$ cat src/design/tie_regs.svh
// register offsets, field positions and reset values of the
// interrupt-enable set/clear pair and its flag register.
// assumes byte addressing on a 32-bit Avalon-MM slave port.
`ifndef TIE_REGS_SVH
`define TIE_REGS_SVH

// ----------------------------------------
// offsets
// ----------------------------------------
`define TIE_CLR_OFS 8'h24
`define TIE_SET_OFS 8'h28
`define TIE_FLAG_OFS 8'h2c

// ----------------------------------------
// fields
// ----------------------------------------
`define TIE_OVF_BIT 0
`define TIE_TRG_BIT 1
`define TIE_CNT_BIT 2
`define TIE_ERR_BIT 3
`define TIE_UPD_BIT 10
`define TIE_DBG_BIT 11
`define TIE_SOFTA_BIT 12
`define TIE_SOFTB_BIT 13
`define TIE_HARD0_BIT 14
`define TIE_HARD1_BIT 15
`define TIE_CH_LO 16
`define TIE_CH_HI 19
`define TIE_VALID_MASK 24'h0ffc0f
`define TIE_RESET_VAL 24'h000000

`endif

$ cat src/design/tie_pkg.sv
// types shared by the interrupt-enable register bank.
// assumes tie_regs.svh sits on the include path.
package tie_pkg;

	// ----------------------------------------
	// bus phase and state image
	// ----------------------------------------
	typedef enum logic {
		ph_idle,
		ph_ack
	} phase_t;

	typedef struct packed {
		phase_t phase;
		logic waitreq;
		logic [31:0] rdata;
		logic [23:0] enable;
		logic [23:0] flags;
		logic irq;
	} state_t;

endpackage

$ cat src/design/timer_irq_enable_set_clear.sv
// interrupt-enable set/clear register pair with flag register and
// one level interrupt, reached over Avalon-MM with waitrequest.
// assumes event inputs are one-cycle pulses synchronous to clk.
//
// Functional notes
// - set view enables sources, no read-modify-write
// - set and clear views share enable bits
// - set view at 0x28, resets to zero
// - writing zero leaves enable bits unchanged
// - clear bit 1 disables retrigger
// - clear bit 0 disables overflow
// - clear bits 19:16 disable channels 3:0
// - clear bits 15:14 disable hard trips
// - set bits 13:12 enable soft trips
// - set bit 11 enables debug trip state
// - set bit 10 enables update trip
// - set bit 3 enables capture error
// - set bit 2 enables counter event
// - set bit 1 enables retrigger
// - set bit 0 enables overflow
// - set bits 19:16 enable channels 3:0
// - set bits 15:14 enable hard trips
// - clear view at 0x24, clears remaining bits
`timescale 1ns/1ns
`include "tie_regs.svh"

module timer_irq_enable_set_clear
	import tie_pkg::*;
(
	input wire logic clk,
	input wire logic rst,
	input wire logic [7:0] address,
	input wire logic read,
	input wire logic write,
	input wire logic [3:0] byteenable,
	input wire logic [31:0] writedata,
	output logic [31:0] readdata,
	output logic waitrequest,
	input wire logic peripheral_write_protect,
	input wire logic [23:0] event_pulse,
	output logic [23:0] irq_enable,
	output logic irq
);

	// ----------------------------------------
	// helpers
	// ----------------------------------------
	function automatic logic [31:0] lane_mask(input logic [3:0] be);
		logic [31:0] m;
		m = 32'h00000000;
		for (int i = 0; i < 4; i++) begin
			m[i*8 +: 8] = {8{be[i]}};
		end
		return m;
	endfunction

	function automatic logic hit(input logic [7:0] a,
		input logic [7:0] ofs);
		return a == ofs;
	endfunction

	state_t cur_reg;
	state_t cur_next;
	logic req;
	logic accept;
	logic [23:0] wbits;
	logic set_wr;
	logic clr_wr;
	logic flag_wr;
	logic [31:0] lanes;
	logic [23:0] set_bits;
	logic [23:0] clr_bits;

	assign req = read | write;
	// the transfer completes in the ack cycle, when waitrequest is low
	assign accept = req & (cur_reg.phase == ph_ack);
	// only the implemented bits can be touched; byte lanes gate data
	// the byte mask sits on its own net so that it can be sliced
	assign lanes = lane_mask(byteenable);
	assign wbits = writedata[23:0] & lanes[23:0] & `TIE_VALID_MASK;
	// write protection blocks both enable views, not the flags
	assign set_wr = accept & write & ~peripheral_write_protect &
		hit(address, `TIE_SET_OFS);
	assign clr_wr = accept & write & ~peripheral_write_protect &
		hit(address, `TIE_CLR_OFS);
	assign flag_wr = accept & write & hit(address, `TIE_FLAG_OFS);

	// ----------------------------------------
	// next state
	// ----------------------------------------
	always_comb begin
		cur_next = cur_reg;
		case (cur_reg.phase)
			ph_idle: begin
				if (req) begin
					cur_next.phase = ph_ack;
					cur_next.waitreq = 1'b0;
					cur_next.rdata = 32'h00000000;
					if (read && (hit(address, `TIE_SET_OFS) ||
						hit(address, `TIE_CLR_OFS))) begin
						cur_next.rdata = {8'h00, cur_reg.enable};
					end else if (read &&
						hit(address, `TIE_FLAG_OFS)) begin
						cur_next.rdata = {8'h00, cur_reg.flags};
					end
				end
			end
			ph_ack: begin
				cur_next.phase = ph_idle;
				cur_next.waitreq = 1'b1;
			end
			default: begin
				cur_next.phase = ph_idle;
				cur_next.waitreq = 1'b1;
			end
		endcase
		// each source decoded on its own so a field can be traced
		set_bits = 24'h000000;
		clr_bits = 24'h000000;
		if (set_wr) begin
			set_bits[`TIE_OVF_BIT] = wbits[`TIE_OVF_BIT];
			set_bits[`TIE_TRG_BIT] = wbits[`TIE_TRG_BIT];
			set_bits[`TIE_CNT_BIT] = wbits[`TIE_CNT_BIT];
			set_bits[`TIE_ERR_BIT] = wbits[`TIE_ERR_BIT];
			set_bits[`TIE_UPD_BIT] = wbits[`TIE_UPD_BIT];
			set_bits[`TIE_DBG_BIT] = wbits[`TIE_DBG_BIT];
			set_bits[`TIE_SOFTB_BIT:`TIE_SOFTA_BIT] =
				wbits[`TIE_SOFTB_BIT:`TIE_SOFTA_BIT];
			set_bits[`TIE_HARD1_BIT:`TIE_HARD0_BIT] =
				wbits[`TIE_HARD1_BIT:`TIE_HARD0_BIT];
			set_bits[`TIE_CH_HI:`TIE_CH_LO] =
				wbits[`TIE_CH_HI:`TIE_CH_LO];
		end
		// one write reaches one view, so set and clear never collide
		if (clr_wr) begin
			clr_bits[`TIE_OVF_BIT] = wbits[`TIE_OVF_BIT];
			clr_bits[`TIE_TRG_BIT] = wbits[`TIE_TRG_BIT];
			clr_bits[`TIE_CNT_BIT] = wbits[`TIE_CNT_BIT];
			clr_bits[`TIE_ERR_BIT] = wbits[`TIE_ERR_BIT];
			clr_bits[`TIE_UPD_BIT] = wbits[`TIE_UPD_BIT];
			clr_bits[`TIE_DBG_BIT] = wbits[`TIE_DBG_BIT];
			clr_bits[`TIE_SOFTB_BIT:`TIE_SOFTA_BIT] =
				wbits[`TIE_SOFTB_BIT:`TIE_SOFTA_BIT];
			clr_bits[`TIE_HARD1_BIT:`TIE_HARD0_BIT] =
				wbits[`TIE_HARD1_BIT:`TIE_HARD0_BIT];
			clr_bits[`TIE_CH_HI:`TIE_CH_LO] =
				wbits[`TIE_CH_HI:`TIE_CH_LO];
		end
		// ones set in the set view, clear in the clear view; zeros leave the bit alone
		cur_next.enable = (cur_reg.enable | set_bits) & ~clr_bits;
		// a new event beats a software clear in the same cycle
		cur_next.flags = (cur_reg.flags & ~(flag_wr ? wbits : 24'h0)) |
			(event_pulse & `TIE_VALID_MASK);
		cur_next.irq = |(cur_next.flags & cur_next.enable);
	end

	always_ff @(posedge clk) begin
		if (rst) begin
			cur_reg.phase <= ph_idle;
			cur_reg.waitreq <= 1'b1;
			cur_reg.rdata <= 32'h00000000;
			cur_reg.enable <= `TIE_RESET_VAL;
			cur_reg.flags <= `TIE_RESET_VAL;
			cur_reg.irq <= 1'b0;
		end else begin
			cur_reg <= cur_next;
		end
	end

	assign readdata = cur_reg.rdata;
	assign waitrequest = cur_reg.waitreq;
	assign irq_enable = cur_reg.enable;
	assign irq = cur_reg.irq;

	logic full_wr;
	assign full_wr = byteenable == 4'hf;
endmodule

$ cat config.mk
export PLATFORM = sky130hd
export DESIGN_NAME = timer_irq_enable_set_clear
export DESIGN_NICKNAME = d
export VERILOG_FILES = /design/src/design/tie_pkg.sv /design/src/design/timer_irq_enable_set_clear.sv
export VERILOG_INCLUDE_DIRS = /design/src /design/src/design
export SDC_FILE = /design/constraint.sdc
export NUM_CORES = 1
export LEC_CHECK = 0
export BUFFER_PORTS_ARGS = -buffer_cell sky130_fd_sc_hd__buf_4
export CAP_MARGIN = 20
export CORE_UTILIZATION = 45
export CTS_CLUSTER_SIZE = 16
export DETAILED_ROUTE_END_ITERATION = 10
export PLACE_DENSITY = 0.8
export SETUP_SLACK_MARGIN = 0.2
export SYNTH_ARGS = -nofsm -noshare
export SYNTH_HDL_FRONTEND = slang
export SYNTH_SLANG_ARGS = --single-unit
export TNS_END_PERCENT = 10
$ cat constraint.sdc
create_clock -name clk -period 2.66 [get_ports clk]
set_input_delay 0.133 -clock clk [delete_from_list [all_inputs] [get_ports clk]]
set_output_delay 0.133 -clock clk [all_outputs]
set_load 0.1 [all_outputs]
* Word-level counts from Yosys, hierarchy flattened
Cells that the tools add are included.
** Storage, ports and cells
- Word-level logic and storage cells :: 41
- Flip-flop bits (word level) :: 83
- Output and inout bits :: 58
** Cells by class
- Equal/unequal tests :: 4
- Mux-type cells :: 9
- Bitwise logic cells :: 17
- Reduce and logical (&&, ||, !) cells :: 5
** Operator list (count)
- bitwise AND 24 bit :: 3
- NOT 20 -> 24 bit :: 2
- OR 24 x 20 -> 24 bit :: 2
- 2-to-1 mux 34 bit :: 1
- 2-to-1 mux 32 bit :: 1
- equality test 8 x 6 -> 1 bit (second input constant) :: 3
- 2-to-1 mux 24 bit :: 1
- OR reduction 24 bit :: 1
- bitwise AND 20 bit :: 1
- 2-to-1 mux 10 bit :: 2
- 2-to-1 mux 20 bit :: 1
- 2-to-1 mux 4 bit :: 2
- bitwise AND 1 bit :: 6
- case mux 2 bit (2 select lines) :: 1
- logical AND 1 bit :: 2
- != test 2 bit (second input constant) :: 1
- NOT 1 bit :: 2
- AND reduction 2 bit :: 1
- logical OR 1 bit :: 1
- OR 1 bit :: 1

* Logic depth before layout (Yosys ltp)
Gate-level depths: netlist (run 1).
- Word-level depth :: 10
- Gate-level depth with buffers :: 8
- Depth with buffers taken out :: 6

* Worst setup path after synthesis (run 1)
OpenSTA, ideal clock, no wires.
- Path type :: in2reg
- Start point :: in address[1]
- End point :: reg irq (netlist name)
- Cell stages on the path :: 6
- Setup slack :: 0.816 ns
- Arrival :: 1.706 ns
- Path through :: or4b_4 -> or4_1 -> a21oi_1 -> o22ai_1 -> nor3_1 -> a41oi_1
** Between the ends
- Word-level cells in the longest chain between the ends :: 8
** RTL lines
- start, declared :: RTL line timer_irq_enable_set_clear.sv:32 : input wire logic [7:0] address,
- equality test 8 x 6 -> 1 bit :: RTL line timer_irq_enable_set_clear.sv:59 : return a == ofs;
- bitwise AND 1 bit :: RTL line timer_irq_enable_set_clear.sv:86 : assign flag_wr = accept & write & hit(address, `TIE_FLAG_OFS);
- 2-to-1 mux 20 bit :: RTL line timer_irq_enable_set_clear.sv:152 : cur_next.flags = (cur_reg.flags & ~(flag_wr ? wbits : 24'h0)) |
- NOT 20 -> 24 bit :: RTL line timer_irq_enable_set_clear.sv:152
- bitwise AND 24 bit :: RTL line timer_irq_enable_set_clear.sv:152
- OR 24 x 20 -> 24 bit :: RTL line timer_irq_enable_set_clear.sv:152
- bitwise AND 24 bit * :: RTL line timer_irq_enable_set_clear.sv:154 : cur_next.irq = |(cur_next.flags & cur_next.enable);
- OR reduction 24 bit * :: RTL line timer_irq_enable_set_clear.sv:154
Every way passes the cells marked *; elsewhere a longest branch is shown, timed or not.
A chain may end at the register's enable or synchronous reset.

* Worst setup path after layout (run 1)
- Start point :: reg cur_reg[82] (netlist name)
- End point :: reg irq (netlist name)
** Between the ends
- Word-level cells in the longest chain between the ends :: 9
** RTL lines
- start, declared :: RTL line timer_irq_enable_set_clear.sv:62 : state_t cur_reg;
- start signal, assigned :: RTL line timer_irq_enable_set_clear.sv:166 : cur_reg <= cur_next;
- bitwise AND 1 bit * :: RTL line timer_irq_enable_set_clear.sv:76 : assign accept = req & (cur_reg.phase == ph_ack);
- bitwise AND 1 bit * :: RTL line timer_irq_enable_set_clear.sv:82, timer_irq_enable_set_clear.sv:84, timer_irq_enable_set_clear.sv:86
- bitwise AND 1 bit (on tied branches) :: RTL line timer_irq_enable_set_clear.sv:82, timer_irq_enable_set_clear.sv:84, timer_irq_enable_set_clear.sv:86
- bitwise AND 1 bit, or another cell as far along :: RTL line timer_irq_enable_set_clear.sv:82 : assign set_wr = accept & write & ~peripheral_write_protect &
- 2-to-1 mux 4 bit, or another cell as far along :: RTL line timer_irq_enable_set_clear.sv:120 : if (set_wr) begin
- OR 24 x 20 -> 24 bit, or another cell as far along :: RTL line timer_irq_enable_set_clear.sv:150 : cur_next.enable = (cur_reg.enable | set_bits) & ~clr_bits;
- bitwise AND 24 bit or OR 24 x 20 -> 24 bit (tied branches) :: RTL line timer_irq_enable_set_clear.sv:150, timer_irq_enable_set_clear.sv:152
- bitwise AND 24 bit * :: RTL line timer_irq_enable_set_clear.sv:154
- OR reduction 24 bit * :: RTL line timer_irq_enable_set_clear.sv:154
Marked as above.

==> flow_summary.json, run 1 <==
{
  "synthCells": 297,
  "wl_per_cell_um": 13.5,
  "synthToLayoutAreaGrowth_pct": 16.8,
  "place_area_sq_um": 2720,
  "holdWs_ns": 0.0590,
  "synth_seq_area_share": 0.372,
  "arrival_ns": 2.30,
  "core-area_sq_um": 5140,
  "synth.distinct_cells": 38,
  "hold_viol": 0,
  "grt_max_degree": 46,
  "setup_tns_ns": 0,
  "p_leak_nw": 1.21,
  "synth.avg_cell_area_sq_um": 8.16,
  "grt_pass1_wl_mm": 8.31,
  "dpl.hpwl_mm": 4.13,
  "vias": 2103,
  "crit_path_end_kind": "flip-flop",
  "timing.rr.start": "cur_reg[82]$_SDFF_PP0_",
  "port_buffers": 73,
  "setup_violations": 0,
  "die_area_sq_um": 5680,
  "slowest_stage": "dfxtp_1",
  "cts_hold_buf": 0,
  "diodes": 0,
  "die_h_um": 75.4,
  "vias_per_cell": 5.15,
  "period_share": 0.783,
  "power-per-cell-area_nw_per_um2": 594,
  "grt_pass1_vias": 1817,
  "worstPathCellList": "nor4bb_2 > nand3_1 > nor2_1 > o22ai_1 > o2111a_1 > a41oi_1",
  "worstPathMaxFanout": 10,
  "period_minus_slack_ns": 2.08,
  "max_slew.worst_pin.slew_ns": 0.586,
  "rows": 26,
  "ys_ff_latch": 45,
  "clk_pin_slew_worst_paths_ns": 0.08,
  "max_stage_delay_ns": 0.42,
  "dr.pass1.iters": 4,
  "cts_max_level": 2,
  "cts_tree": "built",
  "dpl.cell_count": 401,
  "layout_commonest_cell": "buf_4",
  "start_util": 0.472,
  "largest_reg_flops": 15,
  "hold_path_class": "input pin to flip-flop",
  "antenna_found_initial": 0,
  "startpoint": "cur_reg[82]$_SDFF_PP0_",
  "worstSetupStartpointType": "flip-flop",
  "ant_nets": 0,
  "rsz0062_at_grt": "no",
  "drive_gt1_frac": 0.266,
  "fin_skew_ns": 0.00693,
  "num-nets-final": 411,
  "ir_drop_mv": 0.239,
  "drt_iter0_markers": 128,
  "die_w_um": 75.4,
  "cts_buffers": 5,
  "maxSlewHeadroom": 0.609,
  "cts_max_path_buffers": 2,
  "yosysWarnings": 0,
  "critical_path_class": "flip-flop to flip-flop",
  "grt_overflow_total": 0,
  "hold_start": "event_pulse[0]",
  "cts_sinks": 45,
  "root_buffer": "clkbuf_8",
  "ios": 131,
  "clk_latency_ns": 0.29,
  "r2r_cells": 6,
  "layout.cells.non_filler": 408,
  "final_cell_mix": "buf_4, nor2_1, dfxtp_1, conb_1",
  "critPathRequiredTime_ns": 2.87,
  "drc": 0,
  "report.final.slew_viol_count": 0,
  "num-fill-cells": 516,
  "max_cap_viol_count": 0,
  "routabilityCongestion": 0.848,
  "max_freq_mhz": 480,
  "synth_area_sq_um": 2420,
  "wirelength_mm": 5.51,
  "grt.total_usage": 0.194,
  "whs_path_depth": 3,
  "run_status": "completed",
  "fin_area_sq_um": 2830
}
layout make-up:
cell class | instances | area, sq um | share of cell area
Clock buffer | 5 | 68.8 | 0.0243
Clock inverter | 2 | 35.0 | 0.0124
Inverter | 2 | 7.51 | 0.00265
Multi-Input combinational cell | 206 | 1140 | 0.405
Sequential cell | 45 | 901 | 0.318
Tap cell | 70 | 87.6 | 0.0309
Timing Repair Buffer | 78 | 586 | 0.207
synthesized netlist by cell type, drive strengths merged:
| master | instances | area (sq um) |
|---|---|---|
| a31oi | 2 | 12.5 |
| o221ai | 3 | 26.3 |
| nand3 | 9 | 45.0 |
| a211o | 1 | 8.76 |
| a211oi | 14 | 105 |
| inv | 2 | 7.51 |
| xor2 | 1 | 8.76 |
| or4bb | 1 | 11.3 |
| nor3 | 4 | 25.0 |
| clkbuf | 12 | 45.0 |
| a41oi | 3 | 26.3 |
| nand2 | 13 | 48.8 |
| and3 | 1 | 6.26 |
| dfxtp | 45 | 901 |
| nor2b | 9 | 56.3 |
| buf | 59 | 435 |
| o22ai | 11 | 68.8 |
| o22a | 2 | 17.5 |
| or4 | 2 | 15.0 |
| nor4 | 2 | 12.5 |
| o2111a | 1 | 11.3 |
| o21bai | 2 | 15.0 |
| a21oi | 14 | 70.1 |
| conb | 1 | 3.75 |
| nand4 | 1 | 6.26 |
| and4 | 2 | 17.5 |
| and3b | 2 | 17.5 |
| nor4bb | 1 | 10.0 |
| or4b | 1 | 13.8 |
| a22oi | 14 | 105 |
| and2 | 2 | 12.5 |
| nor3b | 1 | 7.51 |
| nor2 | 55 | 206 |
| nor4b | 1 | 15.0 |
| a32o | 2 | 20.0 |
| or3b | 1 | 8.76 |
where the power goes:
| part | total (mW) | internal, mW | switching, mW | leakage (nW) |
|---|---|---|---|---|
| Combinational | 0.468 | 0.0951 | 0.373 | 0.783 |
| Sequential | 0.723 | 0.706 | 0.0173 | 0.370 |
| Clock | 0.491 | 0.273 | 0.218 | 0.0540 |
through the flow:
stage               power (mW)   util  worst slack [ns]
floorplan                 1.16      -             0.816
global placement          1.20  0.529             0.466
detailed placement        1.21  0.529             0.461
CTS                       1.69  0.549             0.453
global route              1.75  0.551             0.411
finish                    1.68  0.551             0.578
final timing paths:
path                                                  to  slack, ns
worst max-delay path                      irq$_SDFF_PP0_       0.58
worst min-delay path               cur_reg[1]$_SDFF_PP0_       0.06
worst min register to register  waitrequest$_SDFFE_PP1P_       0.46
worst max register to register            irq$_SDFF_PP0_       0.58
worst max-delay path, delay by kind of cell (launching register included):
kind | cells | cell delay [ns]
AOI/OAI and AO/OA | 3 | 0.58
DFF | 1 | 0.42
and+or+nand+nor | 3 | 0.99
metal layers:
metal,GRT usage,up-vias,share of wire
li1,-,1057,-
met1,0.265,947,0.45
met2,0.312,95,0.48
met3,0.0304,4,0.066
met4,0.0720,0,0.0091
met5,0,-,0
timing repair:
action,in CTS,in global routing
setup endpoints to repair,0,1
gates resized for setup,0,1
buffers inserted,0,0
logic make-up after synthesis:
kind of cell	share of synthesized area
other cells	0.00155
flops	0.372
compound gates	0.201
buf+inv	0.201
simple gates	0.221
xor+xnor	0.00361
Note: power is estimated with default switching activity, not from simulation.
==> run 2, diff against run 1 <==
Settings changed: ABC_AREA set to 1, CORE_UTILIZATION 45 to 43, PLACE_DENSITY 0.8 to 0.77.
Clock period 2.66 ns to 1.9 ns, I/O delays scaled along.
==> run 2 against run 1 <==
Critical path depth rose by 5. Area after synthesis increased by 17%. Die area is 22% higher. Critical endpoint unchanged. Sequential cell count did not move. Synthesized cell count is 38% higher. Total power is 48% higher. Hold slack worse by 0.049 ns. Via count increased by 25%. Largest cell class unchanged. Sequential power grew 40%. Core utilization is 2.9 points lower. Highest routed layer unchanged.
==> flow_summary.json, run 2 <==
{
  "power_frac_comb": 0.292,
  "worstSetupStartpointType": "flip-flop",
  "grt_pass1_vias": 2339,
  "dr.pass1.iters": 4,
  "switching_share": 0.372,
  "num-nets-final": 529,
  "core-area_sq_um": 6350,
  "period_share": 0.864,
  "layout_commonest_cell": "buf_4",
  "cts_max_path_buffers": 2,
  "ant_nets": 0,
  "start_util": 0.446,
  "critPathRequiredTime_ns": 2.09,
  "cts_sinks": 45,
  "slowest_stage": "dfxtp_2",
  "max_cap_viol_count": 0,
  "synth.distinct_cells": 28,
  "arrival_ns": 1.83,
  "drive_gt1_frac": 0.260,
  "p_seq_frac": 0.406,
  "fin_skew_ns": 0.00698,
  "cts_tree": "built",
  "internal_power_mw": 1.57,
  "setup_tns_ns": 0,
  "grt.total_usage": 0.186,
  "synthAdderAreaFrac": 0,
  "yosys-mux-area-fraction": 0,
  "synthCells": 410,
  "port_buffers": 73,
  "wl_per_cell_um": 12.7,
  "antenna_found_initial": 0,
  "synthXorXnorAreaFrac": 0,
  "hold_path_class": "input pin to flip-flop",
  "p_leak_nw": 1.63,
  "clk_latency_ns": 0.30,
  "p_clk_frac": 0.302,
  "synthTopCellsByArea": "dfxtp_1, buf_4, inv_1",
  "wirelength_mm": 6.80,
  "ys_ff_latch": 45,
  "fin_util": 0.522,
  "period_minus_slack_ns": 1.64,
  "ios": 131,
  "drc": 0,
  "crit_family": "simple AND/OR/NAND/NOR gates",
  "die_h_um": 83.2,
  "final_cell_mix": "buf_4, inv_1, nand2_1, nor2_1, dfxtp_1",
  "worstPathCellList": "nand2_2 > nor2_4 > nand3_2 > nor2_1 > a21oi_1 > nand2_1 > nand2_1 > nor2_1 > nand2_1 > nor2_2 > nor2_1",
  "synth-simple-area-share": 0.280,
  "synthArstFlopShare": 0,
  "synth.avg_cell_area_sq_um": 6.91,
  "run_status": "completed",
  "power.total_mw": 2.50,
  "worstPathMaxFanout": 6,
  "synth_top_cell_by_area": "dfxtp_1",
  "synth_seq_area_share": 0.318,
  "grt_overflow_total": 0,
  "grt_max_degree": 33,
  "max_stage_delay_ns": 0.35,
  "report.final.slew_viol_count": 0,
  "critical_path_class": "flip-flop to flip-flop",
  "clk_pin_slew_worst_paths_ns": 0.08,
  "vias_per_cell": 4.91,
  "die_area_sq_um": 6920,
  "max_freq_mhz": 609,
  "p_switching_mw": 0.928,
  "rsz0062_at_grt": "yes",
  "die_w_um": 83.2,
  "ys_dominant_reg_cell": "dfxtp_1",
  "rows": 29,
  "synth_top_area_frac": 0.318,
  "synth_compound_area_frac": 0.126,
  "diodes": 0,
  "ir_drop_mv": 0.431,
  "synth_area_sq_um": 2830,
  "root_buffer": "clkbuf_8",
  "grt_pass1_wl_mm": 10.4,
  "crit_path_end_kind": "flip-flop",
  "hold_viol": 0,
  "synth_edf_count": 0,
  "cts_max_level": 2,
  "yosysWarnings": 0,
  "power-per-cell-area_nw_per_um2": 753,
  "synth_top_family_by_area": "simple AND/OR/NAND/NOR gates",
  "routabilityCongestion": 0.845,
  "largest_reg_flops": 15,
  "drt_iter0_markers": 182,
  "dpl.hpwl_mm": 4.78,
  "crit_buf_inv": 0,
  "cts_buffers": 5,
  "yosysMostFrequentCell": "inv_1",
  "synth_top_cells_by_count": "inv_1, nor2_1, nand2_1",
  "vias": 2624,
  "setup_violations": 0,
  "synthToLayoutAreaGrowth_pct": 16.9
}
## run 2: cell types whose count changed in the layout (fill, tap and decap cells not counted), sizes merged, moves of 12 or more
cell    change
a22oi      -14
o21ai      +18
a21oi      +12
nand2      +52
nor2       +15
nand4      +12
a211oi     -14
inv        +65
## run 2: cells by family after synthesis
logic type / Yosys count
AND/OR/NAND/NOR: 167
AO/OA/AOI/OAI: 59
flip-flops: 45
other: 1
buffers and inverters: 138
## run 2: power by group through the flow
stage / clock [mW] / combinational [mW] / sequential (mW)
floorplan: 0 / 0.619 / 1.05
global placement: 0 / 0.709 / 1.03
detailed placement: 0 / 0.717 / 1.04
CTS: 0.756 / 0.718 / 1.01
global route: 0.807 / 0.762 / 1.02
finish: 0.753 / 0.729 / 1.01
## run 2: path summary, 6_finish.rpt
kind                          startpoint                endpoint  slack [ns]  depth (start not counted)
setup / recovery  cur_reg[82]$_SDFF_PP0_          irq$_SDFF_PP0_        0.26                         11
hold / removal           event_pulse[19]  cur_reg[20]$_SDFF_PP0_        0.01                          3
setup reg to reg  cur_reg[82]$_SDFF_PP0_          irq$_SDFF_PP0_        0.26                         11
hold reg to reg   cur_reg[17]$_SDFF_PP0_  cur_reg[17]$_SDFF_PP0_        0.49                          2
## run 2: area by class of cell
type                       count  area (sq um)
sequential                    45           902
clock buffer                   7          86.3
tap                           77          96.3
timing repair buffer          82           657
multi-input combinational    255          1290
clock inverter                 1          30.0
inverter                      67           251
fill                         629          3040
## run 2: through the flow
stage | area, sq um | hold WS, ns | setup slack, ns | cells
6_report | 3310 | 0.00987 | 0.258 | 534
3_5_place_dp | 3120 | 0.317 | 0.311 | 523
4_1_cts | 3240 | 0.00507 | 0.323 | 531
3_3_place_gp | 3120 | 0.309 | 0.301 | 523
2_1_floorplan | 2940 | 0.179 | 0.495 | 437
5_1_grt | 3310 | 0.0168 | 0.115 | 534
## run 2: what timing repair did
item                                    in CTS  in global routing
gates resized for setup                      0                 13
hold buffers                                 0                  0
setup buffers                                0                  1
endpoints found under the setup margin       0                  1
## run 2: worst register-to-register path, delay by kind of cell, from the launching register on
kind / cells / cell delay [ns]
simple gates: 10 / 1.12
compound gates: 1 / 0.07
flops: 1 / 0.35
## run 2: layer usage
metal	part of all wire	GRT usage
met5	0	0
met4	0.019	0.0533
met1	0.41	0.218
met3	0.084	0.0437
met2	0.48	0.334
==> run 3, diff against run 2 <==
Settings changed: CORE_MARGIN set to 3, MAX_ROUTING_LAYER set to met4.
==> run 3 against run 2 <==
First-iteration DRC count is 8.8% higher. Sequential share of layout area increased by 0.97 points. Sequential power barely moved. Via count decreased by 5.0%.
==> flow_summary.json, run 3 (synthesis gave the netlist of run 2 again) <==
{
  "period_share": 0.832,
  "routabilityCongestion": 0.820,
  "fin_area_sq_um": 3190,
  "dpl.hpwl_mm": 4.95,
  "cts_max_level": 2,
  "vias_per_cell": 4.71,
  "power-per-cell-area_nw_per_um2": 723,
  "drt_iter0_markers": 198,
  "clk_pin_slew_worst_paths_ns": 0.09,
  "final_cell_mix": "buf_4, inv_1, nor2_1, nand2_1, dfxtp_1",
  "max_cap_viol_count": 0,
  "cts_sinks": 45,
  "ant_nets": 0,
  "p_leak_nw": 1.59,
  "setup_violations": 0,
  "power.total_mw": 2.31,
  "hold_path_class": "input pin to flip-flop",
  "cts_hold_buf": 0,
  "core-area_sq_um": 6170,
  "worstPathMaxFanout": 14,
  "ir_drop_mv": 0.400,
  "drc": 0,
  "rows": 28,
  "largest_reg_flops": 15,
  "worstSetupStartpointType": "flip-flop",
  "num-fill-cells": 611,
  "vias": 2493,
  "cts_buffers": 5,
  "period_minus_slack_ns": 1.58,
  "crit_path_end_kind": "flip-flop",
  "post-place-ws_ns": 0.172,
  "num-nets-final": 526,
  "root_buffer": "clkbuf_8",
  "die_w_um": 87.2,
  "wl_per_cell_um": 12.5,
  "run_status": "completed",
  "reg2reg_setup_slack_ns": 0.32,
  "cts_tree": "built",
  "dr.pass1.iters": 4,
  "layout_commonest_cell": "buf_4",
  "hold_viol": 0,
  "max_freq_mhz": 633,
  "synthToLayoutAreaGrowth_pct": 12.7,
  "drive_gt1_frac": 0.238,
  "grt_max_degree": 33,
  "start_util": 0.460,
  "ios": 131,
  "wirelength_mm": 6.63,
  "critical_path_class": "flip-flop to flip-flop",
  "holdWs_ns": 0.0119,
  "report.final.slew_viol_count": 0,
  "place_area_sq_um": 3100,
  "clk_latency_ns": 0.31,
  "die_area_sq_um": 7600,
  "antenna_found_initial": 0,
  "grt_overflow_total": 0,
  "layout_setup_ws_ns": 0.319,
  "arrival_ns": 1.83,
  "setup_tns_ns": 0,
  "diodes": 0,
  "port_buffers": 73,
  "fin_skew_ns": 0.00748,
  "die_h_um": 87.2,
  "cts_max_path_buffers": 2,
  "rsz0062_at_grt": "no",
  "critPathRequiredTime_ns": 2.15,
  "grt.total_usage": 0.185,
  "grt_pass1_wl_mm": 10.8,
  "grt_pass1_vias": 2399
}
-- run 3: path summary, 6_finish.rpt --
kind	depth (start not counted)	end	start
setup / recovery	11	irq$_SDFF_PP0_	cur_reg[82]$_SDFF_PP0_
hold / removal	3	cur_reg[20]$_SDFF_PP0_	event_pulse[19]
setup reg to reg	11	irq$_SDFF_PP0_	cur_reg[82]$_SDFF_PP0_
hold reg to reg	2	cur_reg[14]$_SDFF_PP0_	cur_reg[14]$_SDFF_PP0_
-- run 3: critical path: stages (launching register included) --
cell     delay, ns
dfxtp_1       0.35
nand2_1       0.10
nor2_4        0.13
buf_4         0.22
nand3_1       0.12
o21ai_0       0.17
nand2_1       0.09
nor2_1        0.12
nor2_1        0.06
nand2_1       0.06
nor2_1        0.04
nor2_1        0.07
-- run 3: layout make-up --
cell class              count  area [sq um]  area share
multi-input cells         254          1260       0.395
clock inverters             2          10.0     0.00313
well taps                  75          93.8      0.0294
clock buffers               6          72.6      0.0227
flip-flops and latches     45           901       0.282
repair buffers             80           604       0.189
inverters                  67           251      0.0787
-- run 3: what timing repair did --
item                                    in CTS  in global routing
buffers inserted                             0                  0
endpoints found under the setup margin       0                  1
resized for setup                            0                  2
-- run 3: report_power, final --
| part | leakage (nW) | internal, mW | total, mW | switching (mW) |
|---|---|---|---|---|
| Sequential | 0.370 | 0.989 | 1.01 | 0.0242 |
| Combinational | 1.18 | 0.145 | 0.718 | 0.573 |
| Clock | 0.0450 | 0.255 | 0.579 | 0.324 |
-- run 3: stage by stage --
step,util,std cells
after floorplan,-,437
after global placement,0.503,521
after detailed placement,0.503,521
after CTS,0.517,529
after global routing,0.518,529
final,0.518,529
-- run 3: layer usage --
layer | wire length, um | vias up | track usage
met1 | 2860 | 1096 | 0.227
met3 | 494 | 11 | 0.0369
li1 | - | 1290 | -
met5 | 0 | - | -
met4 | 116 | 0 | 0.0697
met2 | 3160 | 96 | 0.300
